<file path="src/hw/gpsr_pkg.sv">
// package of constants for the user pin and scratch register group

package gpsr_pkg;

    // ------------------------------------------------------------
    // io ports of the sequencer
    // ------------------------------------------------------------
    localparam logic [15:0] SEQ_INDEX_PORT = 16'h03C4;
    localparam logic [15:0] SEQ_DATA_PORT  = 16'h03C5;

    // ------------------------------------------------------------
    // register indices
    // ------------------------------------------------------------
    localparam logic [7:0] IDX_SCRATCH_WITH_STRAPS  = 8'h70;
    localparam logic [7:0] IDX_SCRATCH_TWO          = 8'h71;
    localparam logic [7:0] IDX_TWO_WIRE_PIN_CONTROL = 8'h72;
    localparam logic [7:0] IDX_USER_PIN_CONTROL     = 8'h73;
    localparam logic [7:0] IDX_SCRATCH_THREE        = 8'h74;
    localparam logic [7:0] IDX_SCRATCH_FOUR         = 8'h75;

    // ------------------------------------------------------------
    // field positions, shared by both pin control registers, and the strap field
    // ------------------------------------------------------------
    localparam int unsigned BIT_HIGH_ENABLE = 5;  // data pin / user pin b
    localparam int unsigned BIT_LOW_ENABLE  = 4;  // clock pin / user pin a
    localparam int unsigned BIT_HIGH_LEVEL  = 3;
    localparam int unsigned BIT_LOW_LEVEL   = 2;
    localparam int unsigned BIT_HIGH_DRIVE  = 1;
    localparam int unsigned BIT_LOW_DRIVE   = 0;
    localparam int unsigned STRAP_MSB       = 3;
    localparam int unsigned STRAP_WIDTH     = 4;

    // ------------------------------------------------------------
    // pin numbering inside the pin array
    // ------------------------------------------------------------
    localparam int unsigned NUM_PINS  = 4;
    localparam int unsigned PIN_CLOCK = 0;
    localparam int unsigned PIN_DATA  = 1;
    localparam int unsigned PIN_USR_A = 2;
    localparam int unsigned PIN_USR_B = 3;

    // ------------------------------------------------------------
    // reset values
    // ------------------------------------------------------------
    localparam logic [7:0] PIN_CONTROL_RESET = 8'h00;
    localparam logic [7:0] SCRATCH_RESET     = 8'h00;
    localparam logic [7:0] INDEX_RESET       = 8'h00;
    localparam logic [7:0] READ_ZERO         = 8'h00;
    localparam logic [3:0] STRAP_RESET       = 4'h0;

endpackage

</file>
<file path="src/hw/gpsr_user_pins.sv">
// user pin and scratch register group behind the sequencer data port
`timescale 1ns/1ps
`default_nettype none

module gpsr_user_pins
    import gpsr_pkg::*;
(
    input  wire logic        core_clk_in,             // system clock, 20 MHz
    input  wire logic        resetn_in,               // async reset, active low
    // io access
    input  wire logic [15:0] io_addr_in,              // io port address
    input  wire logic        io_wr_in,                // write strobe
    input  wire logic        io_rd_in,                // read strobe
    input  wire logic [7:0]  io_wdata_in,             // write data
    output logic      [7:0]  io_rdata_out,            // read data
    output logic             io_rdata_valid_out,      // read data pulse
    output logic             io_claim_out,            // read hit this group
    // straps
    input  wire logic [3:0]  memory_data_strap_lines_in, // strap levels
    // two-wire pair
    input  wire logic        serial_data_pin_in,      // data wire level
    output logic             serial_data_pin_out,     // data drive value
    output logic             serial_data_pin_oe_out,  // data pull low
    input  wire logic        serial_clock_pin_in,     // clock wire level
    output logic             serial_clock_pin_out,    // clock drive value
    output logic             serial_clock_pin_oe_out, // clock pull low
    // user pins
    input  wire logic        user_pin_a_in,           // pin a level
    output logic             user_pin_a_out,          // pin a drive value
    output logic             user_pin_a_oe_out,       // pin a pull low
    input  wire logic        user_pin_b_in,           // pin b level
    output logic             user_pin_b_out,          // pin b drive value
    output logic             user_pin_b_oe_out        // pin b pull low
);

    // ------------------------------------------------------------
    // declarations
    // ------------------------------------------------------------
    logic [7:0]          index_reg;
    logic [7:0]          index_next;
    logic [7:0]          scratch_with_straps_reg;
    logic [7:0]          scratch_with_straps_next;
    logic [7:0]          scratch_two_reg;
    logic [7:0]          scratch_two_next;
    logic [7:0]          scratch_three_reg;
    logic [7:0]          scratch_three_next;
    logic [7:0]          scratch_four_reg;
    logic [7:0]          scratch_four_next;
    logic [NUM_PINS-1:0] pin_enable_reg;
    logic [NUM_PINS-1:0] pin_enable_next;
    logic [NUM_PINS-1:0] pin_drive_reg;
    logic [NUM_PINS-1:0] pin_drive_next;
    logic [7:0]          rdata_reg;
    logic [7:0]          rdata_next;
    logic                rvalid_reg;
    logic                rvalid_next;
    logic                claim_reg;
    logic                claim_next;

    logic                index_sel;
    logic                data_sel;
    logic                data_wr;
    logic [7:0]          read_value;
    logic                read_hit;
    logic [3:0]          strap_value;
    logic                strap_load;
    logic [NUM_PINS-1:0] pin_pad_in;
    logic [NUM_PINS-1:0] pin_pad_out;
    logic [NUM_PINS-1:0] pin_pad_oe;
    logic [NUM_PINS-1:0] pin_level;
    logic [7:0]          two_wire_view;
    logic [7:0]          user_view;

    // ------------------------------------------------------------
    // port decode
    // ------------------------------------------------------------

    // the index port picks the register, the data port moves the data
    always_comb begin
        index_sel = 1'b0;
        data_sel  = 1'b0;
        if (io_addr_in == SEQ_INDEX_PORT) begin
            index_sel = 1'b1;
        end else if (io_addr_in == SEQ_DATA_PORT) begin
            data_sel = 1'b1;
        end
    end

    assign data_wr = io_wr_in & data_sel;

    // ------------------------------------------------------------
    // index register
    // ------------------------------------------------------------

    // holds the selected register index until rewritten
    always_comb begin
        index_next = index_reg;
        if (io_wr_in && index_sel) begin
            index_next = io_wdata_in;
        end
    end

    always_ff @(posedge core_clk_in or negedge resetn_in) begin
        if (!resetn_in) begin
            index_reg <= INDEX_RESET;
        end else begin
            index_reg <= index_next;
        end
    end

    // ------------------------------------------------------------
    // strap capture
    // ------------------------------------------------------------

    // loads the low scratch nibble once after reset release
    gpsr_strap_capture u_strap (
        .core_clk_in (core_clk_in),
        .resetn_in   (resetn_in),
        .strap_in    (memory_data_strap_lines_in),
        .strap_out   (strap_value),
        .load_out    (strap_load)
    );

    // ------------------------------------------------------------
    // scratch registers
    // ------------------------------------------------------------

    // upper nibble plain storage, lower nibble also takes straps
    always_comb begin
        scratch_with_straps_next = scratch_with_straps_reg;
        if (data_wr && (index_reg == IDX_SCRATCH_WITH_STRAPS)) begin
            scratch_with_straps_next = io_wdata_in;
        end
        if (strap_load) begin
            scratch_with_straps_next[STRAP_MSB:0] = strap_value;
        end
    end

    // three plain eight-bit scratch registers
    always_comb begin
        scratch_two_next   = scratch_two_reg;
        scratch_three_next = scratch_three_reg;
        scratch_four_next  = scratch_four_reg;
        if (data_wr) begin
            if (index_reg == IDX_SCRATCH_TWO) begin
                scratch_two_next = io_wdata_in;
            end else if (index_reg == IDX_SCRATCH_THREE) begin
                scratch_three_next = io_wdata_in;
            end else if (index_reg == IDX_SCRATCH_FOUR) begin
                scratch_four_next = io_wdata_in;
            end
        end
    end

    always_ff @(posedge core_clk_in or negedge resetn_in) begin
        if (!resetn_in) begin
            scratch_with_straps_reg <= SCRATCH_RESET;
            scratch_two_reg         <= SCRATCH_RESET;
            scratch_three_reg       <= SCRATCH_RESET;
            scratch_four_reg        <= SCRATCH_RESET;
        end else begin
            scratch_with_straps_reg <= scratch_with_straps_next;
            scratch_two_reg         <= scratch_two_next;
            scratch_three_reg       <= scratch_three_next;
            scratch_four_reg        <= scratch_four_next;
        end
    end

    // ------------------------------------------------------------
    // pin control registers
    // ------------------------------------------------------------

    // only enable and drive bits are stored; level and reserved dropped
    always_comb begin
        pin_enable_next = pin_enable_reg;
        pin_drive_next  = pin_drive_reg;
        if (data_wr) begin
            if (index_reg == IDX_TWO_WIRE_PIN_CONTROL) begin
                pin_enable_next[PIN_DATA]  = io_wdata_in[BIT_HIGH_ENABLE];
                pin_enable_next[PIN_CLOCK] = io_wdata_in[BIT_LOW_ENABLE];
                pin_drive_next[PIN_DATA]   = io_wdata_in[BIT_HIGH_DRIVE];
                pin_drive_next[PIN_CLOCK]  = io_wdata_in[BIT_LOW_DRIVE];
            end else if (index_reg == IDX_USER_PIN_CONTROL) begin
                pin_enable_next[PIN_USR_B] = io_wdata_in[BIT_HIGH_ENABLE];
                pin_enable_next[PIN_USR_A] = io_wdata_in[BIT_LOW_ENABLE];
                pin_drive_next[PIN_USR_B]  = io_wdata_in[BIT_HIGH_DRIVE];
                pin_drive_next[PIN_USR_A]  = io_wdata_in[BIT_LOW_DRIVE];
            end
        end
    end

    always_ff @(posedge core_clk_in or negedge resetn_in) begin
        if (!resetn_in) begin
            pin_enable_reg <= '0;
            pin_drive_reg  <= '0;
        end else begin
            pin_enable_reg <= pin_enable_next;
            pin_drive_reg  <= pin_drive_next;
        end
    end

    // ------------------------------------------------------------
    // open-drain pin cells
    // ------------------------------------------------------------

    assign pin_pad_in[PIN_CLOCK] = serial_clock_pin_in;
    assign pin_pad_in[PIN_DATA]  = serial_data_pin_in;
    assign pin_pad_in[PIN_USR_A] = user_pin_a_in;
    assign pin_pad_in[PIN_USR_B] = user_pin_b_in;

    // one cell per pin; a disabled pin stops pulling low one edge after its enable bit clears
    genvar gi;
    generate
        for (gi = 0; gi < NUM_PINS; gi = gi + 1) begin : g_pin
            gpsr_od_pin u_pin (
                .core_clk_in (core_clk_in),
                .resetn_in   (resetn_in),
                .enable_in   (pin_enable_reg[gi]),
                .drive_in    (pin_drive_reg[gi]),
                .pad_in      (pin_pad_in[gi]),
                .pad_out     (pin_pad_out[gi]),
                .pad_oe_out  (pin_pad_oe[gi]),
                .level_out   (pin_level[gi])
            );
        end
    endgenerate

    assign serial_clock_pin_out    = pin_pad_out[PIN_CLOCK];
    assign serial_clock_pin_oe_out = pin_pad_oe[PIN_CLOCK];
    assign serial_data_pin_out     = pin_pad_out[PIN_DATA];
    assign serial_data_pin_oe_out  = pin_pad_oe[PIN_DATA];
    assign user_pin_a_out          = pin_pad_out[PIN_USR_A];
    assign user_pin_a_oe_out       = pin_pad_oe[PIN_USR_A];
    assign user_pin_b_out          = pin_pad_out[PIN_USR_B];
    assign user_pin_b_oe_out       = pin_pad_oe[PIN_USR_B];

    // ------------------------------------------------------------
    // read views of the pin registers
    // ------------------------------------------------------------

    // reserved bits read zero, level bits come from the wires
    always_comb begin
        two_wire_view                  = READ_ZERO;
        two_wire_view[BIT_HIGH_ENABLE] = pin_enable_reg[PIN_DATA];
        two_wire_view[BIT_LOW_ENABLE]  = pin_enable_reg[PIN_CLOCK];
        two_wire_view[BIT_HIGH_LEVEL]  = pin_level[PIN_DATA];
        two_wire_view[BIT_LOW_LEVEL]   = pin_level[PIN_CLOCK];
        two_wire_view[BIT_HIGH_DRIVE]  = pin_drive_reg[PIN_DATA];
        two_wire_view[BIT_LOW_DRIVE]   = pin_drive_reg[PIN_CLOCK];
        user_view                      = READ_ZERO;
        user_view[BIT_HIGH_ENABLE]     = pin_enable_reg[PIN_USR_B];
        user_view[BIT_LOW_ENABLE]      = pin_enable_reg[PIN_USR_A];
        user_view[BIT_HIGH_LEVEL]      = pin_level[PIN_USR_B];
        user_view[BIT_LOW_LEVEL]       = pin_level[PIN_USR_A];
        user_view[BIT_HIGH_DRIVE]      = pin_drive_reg[PIN_USR_B];
        user_view[BIT_LOW_DRIVE]       = pin_drive_reg[PIN_USR_A];
    end

    // ------------------------------------------------------------
    // read path
    // ------------------------------------------------------------

    // selects the addressed register; other indices belong elsewhere
    always_comb begin
        read_value = READ_ZERO;
        read_hit   = 1'b0;
        if (index_sel) begin
            read_value = index_reg;
            read_hit   = 1'b1;
        end else if (!data_sel) begin
            read_hit = 1'b0;
        end else if (index_reg == IDX_SCRATCH_WITH_STRAPS) begin
            read_value = scratch_with_straps_reg;
            read_hit   = 1'b1;
        end else if (index_reg == IDX_SCRATCH_TWO) begin
            read_value = scratch_two_reg;
            read_hit   = 1'b1;
        end else if (index_reg == IDX_TWO_WIRE_PIN_CONTROL) begin
            read_value = two_wire_view;
            read_hit   = 1'b1;
        end else if (index_reg == IDX_USER_PIN_CONTROL) begin
            read_value = user_view;
            read_hit   = 1'b1;
        end else if (index_reg == IDX_SCRATCH_THREE) begin
            read_value = scratch_three_reg;
            read_hit   = 1'b1;
        end else if (index_reg == IDX_SCRATCH_FOUR) begin
            read_value = scratch_four_reg;
            read_hit   = 1'b1;
        end
    end

    // read data and its pulse are registered one edge after the strobe
    always_comb begin
        rdata_next  = rdata_reg;
        rvalid_next = io_rd_in;
        claim_next  = 1'b0;
        if (io_rd_in) begin
            rdata_next = read_value;
            claim_next = read_hit;
        end
    end

    always_ff @(posedge core_clk_in or negedge resetn_in) begin
        if (!resetn_in) begin
            rdata_reg  <= READ_ZERO;
            rvalid_reg <= 1'b0;
            claim_reg  <= 1'b0;
        end else begin
            rdata_reg  <= rdata_next;
            rvalid_reg <= rvalid_next;
            claim_reg  <= claim_next;
        end
    end

    assign io_rdata_out       = rdata_reg;
    assign io_rdata_valid_out = rvalid_reg;
    assign io_claim_out       = claim_reg;

endmodule

`default_nettype wire

</file>
<file path="src/hw/gpsr_od_pin.sv">
// open-drain pin cell with registered enable and sampled level
`timescale 1ns/1ps
`default_nettype none

module gpsr_od_pin
    import gpsr_pkg::*;
(
    input  wire logic core_clk_in,   // system clock
    input  wire logic resetn_in,     // async reset, active low
    input  wire logic enable_in,     // pin enable bit
    input  wire logic drive_in,      // drive bit, 0 pulls low
    input  wire logic pad_in,        // level seen on the wire
    output logic      pad_out,       // value driven, always low
    output logic      pad_oe_out,    // high while pulling low
    output logic      level_out      // sampled wire level
);

    logic oe_reg;
    logic oe_next;
    logic level_reg;
    logic level_next;

    // pull low only when enabled and drive is zero
    always_comb begin
        oe_next    = enable_in & ~drive_in;
        level_next = pad_in;
    end

    always_ff @(posedge core_clk_in or negedge resetn_in) begin
        if (!resetn_in) begin
            oe_reg    <= 1'b0;
            level_reg <= 1'b1;
        end else begin
            oe_reg    <= oe_next;
            level_reg <= level_next;
        end
    end

    assign pad_out    = 1'b0;
    assign pad_oe_out = oe_reg;
    assign level_out  = level_reg;

endmodule

`default_nettype wire

</file>
<file path="src/hw/gpsr_strap_capture.sv">
// catches the strap lines once, on the first edge after reset release
`timescale 1ns/1ps
`default_nettype none

module gpsr_strap_capture
    import gpsr_pkg::*;
(
    input  wire logic                   core_clk_in, // system clock
    input  wire logic                   resetn_in,   // async reset, active low
    input  wire logic [STRAP_WIDTH-1:0] strap_in,    // strap lines
    output logic      [STRAP_WIDTH-1:0] strap_out,   // captured straps
    output logic                        load_out     // one-cycle load pulse
);

    logic                   done_reg;
    logic                   done_next;
    logic                   load_reg;
    logic                   load_next;
    logic [STRAP_WIDTH-1:0] strap_reg;
    logic [STRAP_WIDTH-1:0] strap_next;

    // sample the lines only on the first clocked edge
    always_comb begin
        done_next  = 1'b1;
        load_next  = ~done_reg;
        strap_next = done_reg ? strap_reg : strap_in;
    end

    always_ff @(posedge core_clk_in or negedge resetn_in) begin
        if (!resetn_in) begin
            done_reg  <= 1'b0;
            load_reg  <= 1'b0;
            strap_reg <= STRAP_RESET;
        end else begin
            done_reg  <= done_next;
            load_reg  <= load_next;
            strap_reg <= strap_next;
        end
    end

    assign strap_out = strap_reg;
    assign load_out  = load_reg;

endmodule

`default_nettype wire

</file>
<file path="config.mk">
export PLATFORM = sky130hd
export DESIGN_NAME = gpsr_user_pins
export DESIGN_NICKNAME = d
export VERILOG_FILES = /design/src/hw/gpsr_pkg.sv /design/src/hw/gpsr_user_pins.sv /design/src/hw/gpsr_od_pin.sv /design/src/hw/gpsr_strap_capture.sv
export SDC_FILE = /design/constraint.sdc
export NUM_CORES = 1
export LEC_CHECK = 0
export BUFFER_PORTS_ARGS = -buffer_cell sky130_fd_sc_hd__buf_4
export CAP_MARGIN = 40
export CORE_ASPECT_RATIO = 1.4
export CORE_UTILIZATION = 61
export DETAILED_ROUTE_END_ITERATION = 7
export PLACE_DENSITY = 0.85
export SLEW_MARGIN = 15
export SYNTH_ARGS = -nofsm -noshare
export SYNTH_HDL_FRONTEND = slang
export SYNTH_HIERARCHICAL = 1
export SYNTH_SLANG_ARGS = --single-unit
</file>
<file path="constraint.sdc">
create_clock -name core_clk_in -period 4.1 [get_ports core_clk_in]
set_clock_uncertainty 0.2 [all_clocks]
set_input_delay 0.205 -clock core_clk_in [delete_from_list [all_inputs] [get_ports core_clk_in]]
set_output_delay 0.205 -clock core_clk_in [all_outputs]
set_load 0.1 [all_outputs]
</file>
==> summary.txt, run 1 <==
Logic synthesis
  – Ys async rst share: 100%
  – Synth warnings: 6
  – Top cells by area, synth: dfrtp_1, mux2_2, dfstp_2
  – Post-synth EDFFs: 0
  – Top_reg_cell synth: dfrtp_1
  – Post-Syn Area: roughly 3500 µm²
  – Gate Count Post-Synth: roughly 280
  – Yosys cell types: slightly above 40
  – Largest area contributor in the netlist: dfrtp_1
  – Top-count cell post-synth: dfrtp_1
  – Syn Area/Cell: 12.4 µm²
  – Post-synthesis sequential area ratio: 51.5%
  – Share of the synthesized area in the top cell type: between 40% and 50%
  – #FFs+latches synth: 72
  – Synthesized Nets: between 300 and 400
  – Top cells by count, synth: dfrtp_1, mux2_2, nor2b_1

Timing
  – Final count of hold timing violations: 0
  – Worst Tran Pin Value: between 700 and 800 ps
  – Final period util: slightly below 70%
  – Fin Setup TNS: 0 ps
  – Max-slew violation count: 0
  – Final min period: 2800 ps
  – Slew margin rel.: approximately half
  – # setup viols final: 0
  – FMAX: 357 MHz
  – RSZ-0062 raised after global routing: false

GRT
  – Vias in the first global route: about 2600
  – All-layer global routing usage: between 20% and 30%
  – Pin count of the biggest net entering global routing: between 40 and 50
  – Initial antenna violation count: 0
  – Overflow after GRT: 0
  – Global-route wire length before repair: around 13000 µm

Critical path
  – Slowest Stage Delay on Critical Path: about 740 ps
  – Critical path type: reg -> reg
  – Max Fanout on Critical Path: 23
  – CP top delay family: simple AND/OR/NAND/NOR gates
  – Sequence of cells on the critical path: nor3_1 > nand2_1 > nor3_1 > mux2_2
  – CP Buf/Inv Count: 0
  – CP most frequent cell: nor3_1
  – Critical path arrival: 2840 ps
  – Critical path data required time: 4140 ps
  – Slowest cell on crit path: nor3_1
  – CP Launch Type: flip-flop
  – Crit end category: flip-flop

Worst hold path
  – Hold Crit Class: in -> async

Clock tree
  – Post-CTS Setup Bufs: 0
  – Clk_lat worst skew: 350 ps
  – Clk pin slew, worst setup/hold paths: 70 ps
  – CTS Root Cell: clkbuf_8
  – Post-cts sizing count: 0
  – Clock sinks: 72
  – TritonCTS clock tree: yes
  – CTS Hold Bufs: 19
  – H-tree depth: 3
  – Number of CTS-inserted buffers: 9
  – Max clock buf depth: 2

Cells and area
  – Ant diodes: 0
  – Syn-to-layout area delta: 22.6%
  – Design area: around 4300 µm²
  – Layout cells sized above 1: a little under two fifths
  – Register area: about 1800 µm²
  – Multi-input gate area: 1610 µm²
  – Final nets: roughly 390
  – Final core occ: just under 80%
  – Fillers: between 300 and 400

Die
  – Die area: 6070 µm²
  – Boundary pin count: between 50 and 60
  – Die Span Y: roughly 90 µm
  – Rows: 32
  – CORE AREA: approximately 5500 µm²
  – Initial Util: a little under two thirds
  – Die width: 66.1 µm

Routing
  – Via count: ~2600
  – Routed WL: a little under 8000 µm
  – Drt pass-1 iters: 4
  – WL per Instance: ~19 µm
  – Drt first-iter violations: roughly 180
  – Vias/cell: 6.05
  – Post-route DRC: 0
  – Routed Antenna Nets: 0

Power
  – Max VDD drop: 0.312 mV
  – Pwr/cell area: approximately 320 nW/µm²
  – Leak pwr: between 2 and 2.5 nW

Placed design
  – I/O Buffers: 49
  – Cell Area, Placed: 3920 µm²
  – Routability cong.: 0.845
  – DP HPWL: between 5000 and 6000 µm

Run
  – Max cap viols: 0

Status
  – Outcome: complete, no violations
## layout make-up
type	instances	area share [%]
timing repair buffer	70	13.6
clock inverter	6	1.37
tap	68	1.98
sequential	72	42.0
multi-input combinational	191	37.4
clock buffer	10	3.20
inverter	5	0.436
## routing by layer
layer	vias up	track usage (%)	share of wire [%]
li1	1179	-	-
met1	1294	35.2	39
met2	62	49.5	55
met3	16	7.21	3.4
met4	0	12.6	2.3
met5	-	0	0
## kinds of logic (layout without fill, tap and decap cells)
| logic type | count (synthesis) | after routing | synth area share (%) |
|---|---|---|---|
| DFF | 72 | 72 | 51.5 |
| AOI/OAI and AO/OA | 47 | 47 | 9.06 |
| and+or+nand+nor | 84 | 84 | 18.2 |
| muxes | 55 | 55 | 18.1 |
| buffers and inverters | 20 | 91 | 2.64 |
| other | 5 | 5 | 0.535 |
## cells in the final DEF (no fill, tap or decap), types with 3 or more instances in the layout
master,instances
dfrtp_1,68
buf_4,50
mux2_2,48
dlygate4sd3_1,19
nor2b_1,16
nor3b_1,13
a31oi_1,12
o21ai_0,10
clkbuf_8,10
nand3b_1,8
nand2b_1,8
a211o_1,6
mux2i_1,5
o2bb2ai_1,5
a22oi_1,5
conb_1,5
nand2_1,4
inv_1,4
and3_1,4
a21oi_1,4
clkinv_2,4
nor2b_4,4
dfstp_2,4
and4b_1,3
nor4bb_1,3
and4_1,3
nand3_1,3
## through the flow
step	hold WS (ps)	power, W	instances	setup slack [ps]
final	129	0.00139	422	1300
after global routing	160	0.00144	422	1140
after CTS	138	0.00140	422	1360
after detailed placement	-32.4	0.000843	387	1370
after global placement	113	0.000838	386	1570
after floorplan	-291	0.000786	283	1980
## path summary, 6_finish.rpt
path                                                    from                                     end  slack, ps  cells past startpoint
worst max-delay path                index_reg[1]$_DFFE_PN0P_  scratch_with_straps_reg[7]$_DFFE_PN0P_       1300                      4
worst min-delay path                               resetn_in            io_rdata_valid_out$_DFF_PN0_        130                      2
worst max register to register      index_reg[1]$_DFFE_PN0P_  scratch_with_straps_reg[7]$_DFFE_PN0P_       1300                      4
worst min register to register  pin_drive_reg[1]$_DFFE_PN0P_     g_pin[1].u_pin/pad_oe_out$_DFF_PN0_        280                      1
max in group asynchronous                          resetn_in         scratch_four_reg[0]$_DFFE_PN0P_       3020                      3
min in group core_clk_in                            io_wr_in  scratch_with_straps_reg[3]$_DFFE_PN0P_        180                      4
## power breakdown
part | leakage [nW] | switching (W) | internal (W) | total [W]
Sequential | 0.965 | 0.00000685 | 0.000724 | 0.000731
Combinational | 0.943 | 0.0000628 | 0.0000501 | 0.000113
Clock | 0.106 | 0.000255 | 0.000294 | 0.000549
Total | 2.01 | 0.000325 | 0.00107 | 0.00139
Note: power is estimated with default switching activity, not from simulation.
==> inputs of run 2 (changes only) <==
- CORE_UTILIZATION: 61 -> 51
- PLACE_DENSITY: 0.85 -> 0.76
- clock period: 4.1 -> 2.52 ns (I/O delays scaled with it)
==> run 2 against run 1 <==
Compared with the run above: maximum frequency rose by 27%; sequential power increased by 63%; non-clock buffer count rose by 12; combinational power increased by 64%; cell area is 4.1% higher; critical endpoint is now scratch_three_reg[5]$_DFFE_PN0P_; largest power group unchanged.
==> summary.txt, run 2 (synthesized netlist as in run 1, its figures left out) <==
Critical path
  – Critical path type: reg -> reg
  – FF-to-FF setup slack: around 310 ps
  – FF-to-FF Start: index_reg[7]$_DFFE_PN0P_
  – Slowest cell on crit path: nor4_4
  – CP Buf/Inv Count: 0
  – Critical Path Stages: 4
  – Critical path data required time: 2550 ps
  – CP Launch Type: flip-flop
  – Worst setup startpoint: index_reg[7]$_DFFE_PN0P_
  – Sequence of cells on the critical path: and4b_1 > nand2b_1 > nor4_4 > mux2_2
  – Slowest Stage Delay on Critical Path: 580 ps
  – Crit end category: flip-flop
  – Max Fanout on Critical Path: 8
  – Crit path to: scratch_three_reg[5]$_DFFE_PN0P_
  – Worst r2r path cells: 4
  – CP top delay family: simple AND/OR/NAND/NOR gates
  – Critical path arrival: 2240 ps
  – Worst R2R End: scratch_three_reg[5]$_DFFE_PN0P_

Routing
  – WL per Instance: between 15 and 20 µm
  – Via count: 2603
  – Drt pass-1 iters: 4
  – Drt first-iter violations: between 150 and 200
  – Vias/cell: approximately 5.7
  – Post-route DRC: 0
  – Routed Antenna Nets: 0
  – Routed WL: 8040 µm

Die
  – CORE AREA: around 6600 µm²
  – Rows: 35
  – Boundary pin count: 54
  – Initial Util: a little over half
  – Die Span Y: 100 µm
  – Die area: between 7000 and 8000 µm²
  – Die width: roughly 72 µm

Cells and area
  – Design area: between 4000 and 5000 µm²
  – Fillers: 498
  – Syn-to-layout area delta: 27.6%
  – Commonest non-fill, non-tap cell in the layout: dfrtp_1
  – Final core occ: 67.7%
  – Non-Filler Instances: between 400 and 500
  – Multi-input gate area: approximately 1600 µm²
  – Final nets: between 300 and 400
  – Commonest non-fill, non-tap cells in the layout: dfrtp_1, buf_4, mux2_2
  – Register area: approximately 1800 µm²
  – Layout cells sized above 1: around two fifths
  – Ant diodes: 0

Power
  – Pwr/cell area: 559 nW/µm²
  – Leak pwr: between 2 and 2.5 nW
  – Max VDD drop: between 0.4 and 0.5 mV

GRT
  – Global-route wire length before repair: 13100 µm
  – Initial antenna violation count: 0
  – Overflow after GRT: 0
  – Pin count of the biggest net entering global routing: 43
  – All-layer global routing usage: between 20% and 30%
  – Vias in the first global route: approximately 2600

Timing
  – Slew margin rel.: a little over three fifths
  – Hold slack final: 48.0 ps
  – RSZ-0062 raised after global routing: false
  – Final period util: 87.6%
  – # setup viols final: 0
  – Final min period: 2210 ps
  – Max-slew violation count: 0
  – Fin Setup TNS: 0 ps
  – FMAX: 453 MHz
  – Worst Tran Pin Value: approximately 550 ps
  – Final count of hold timing violations: 0

Clock tree
  – Number of CTS-inserted buffers: 9
  – Post-CTS Setup Bufs: 0
  – TritonCTS clock tree: yes
  – H-tree depth: 3
  – Max clock buf depth: 2
  – Clock sinks: 72
  – CTS Root Cell: clkbuf_8
  – Clk pin slew, worst setup/hold paths: 80 ps
  – Post-cts sizing count: 0
  – CTS Hold Bufs: 19
  – Clk_lat worst skew: about 350 ps

Placed design
  – I/O Buffers: slightly below 50
  – Routability cong.: approximately 0.85
  – Cell count after placement: 423
  – Cell Area, Placed: about 4000 µm²
  – DP HPWL: around 5600 µm

Worst hold path
  – Hold Crit Class: in -> async

Run
  – Max cap viols: 0

Status
  – Outcome: complete, no violations
[run 2: changes by cell type in the layout (fill, tap and decap cells not counted), sizes merged]
cell	before	now
clkinvlp	0	1
inv	4	5
bufinv	1	3
buf	51	63
clkinv	6	2
[run 2: worst reg2reg max path, cell delays in order (launching register included)]
cell and delay (ps):
dfrtp_1 390, and4b_1 370, nand2b_1 160, nor4_4 580
mux2_2 400
[run 2: how the worst min path moves through the flow]
stage	from	end	cells after the start
floorplan	resetn_in	g_pin[0].u_pin/pad_oe_out$_DFF_PN0_	0
global placement	serial_clock_pin_in	g_pin[0].u_pin/level_out$_DFF_PN1_	1
detailed placement	resetn_in	scratch_two_reg[0]$_DFFE_PN0P_	1
CTS	resetn_in	pin_drive_reg[1]$_DFFE_PN0P_	2
global route	resetn_in	pin_drive_reg[1]$_DFFE_PN0P_	2
finish	resetn_in	pin_drive_reg[1]$_DFFE_PN0P_	2
[run 2: where the power goes]
group	total [W]	leakage (nW)	internal, W	switching [W]
clock	0.00113	0.123	0.000689	0.000443
sequential	0.00119	0.965	0.00118	0.0000105
combinational	0.000185	1.00	0.0000815	0.000104
total	0.00251	2.09	0.00195	0.000558
[run 2: cell type report]
| cell class | instances | share of cell area, % |
|---|---|---|
| flip-flops and latches | 72 | 40.3 |
| inverters | 5 | 0.419 |
| multi-input cells | 191 | 35.9 |
| clock inverters | 6 | 2.57 |
| well taps | 92 | 2.57 |
| repair buffers | 82 | 15.1 |
| clock buffers | 10 | 3.07 |
[run 2: layer usage]
layer	vias up	share of wire [%]	global-route usage [%]
met5	-	0	0
met4	0	1.9	11.6
met3	15	4.5	5.02
met2	89	53	40.3
met1	1305	41	30.6
li1	1194	-	-
[run 2: stage by stage]
step,power (W),setup slack [ps]
4_1_cts,0.00252,309
5_1_grt,0.00259,203
3_5_place_dp,0.00137,283
2_1_floorplan,0.00128,400
3_3_place_gp,0.00136,339
6_report,0.00251,312
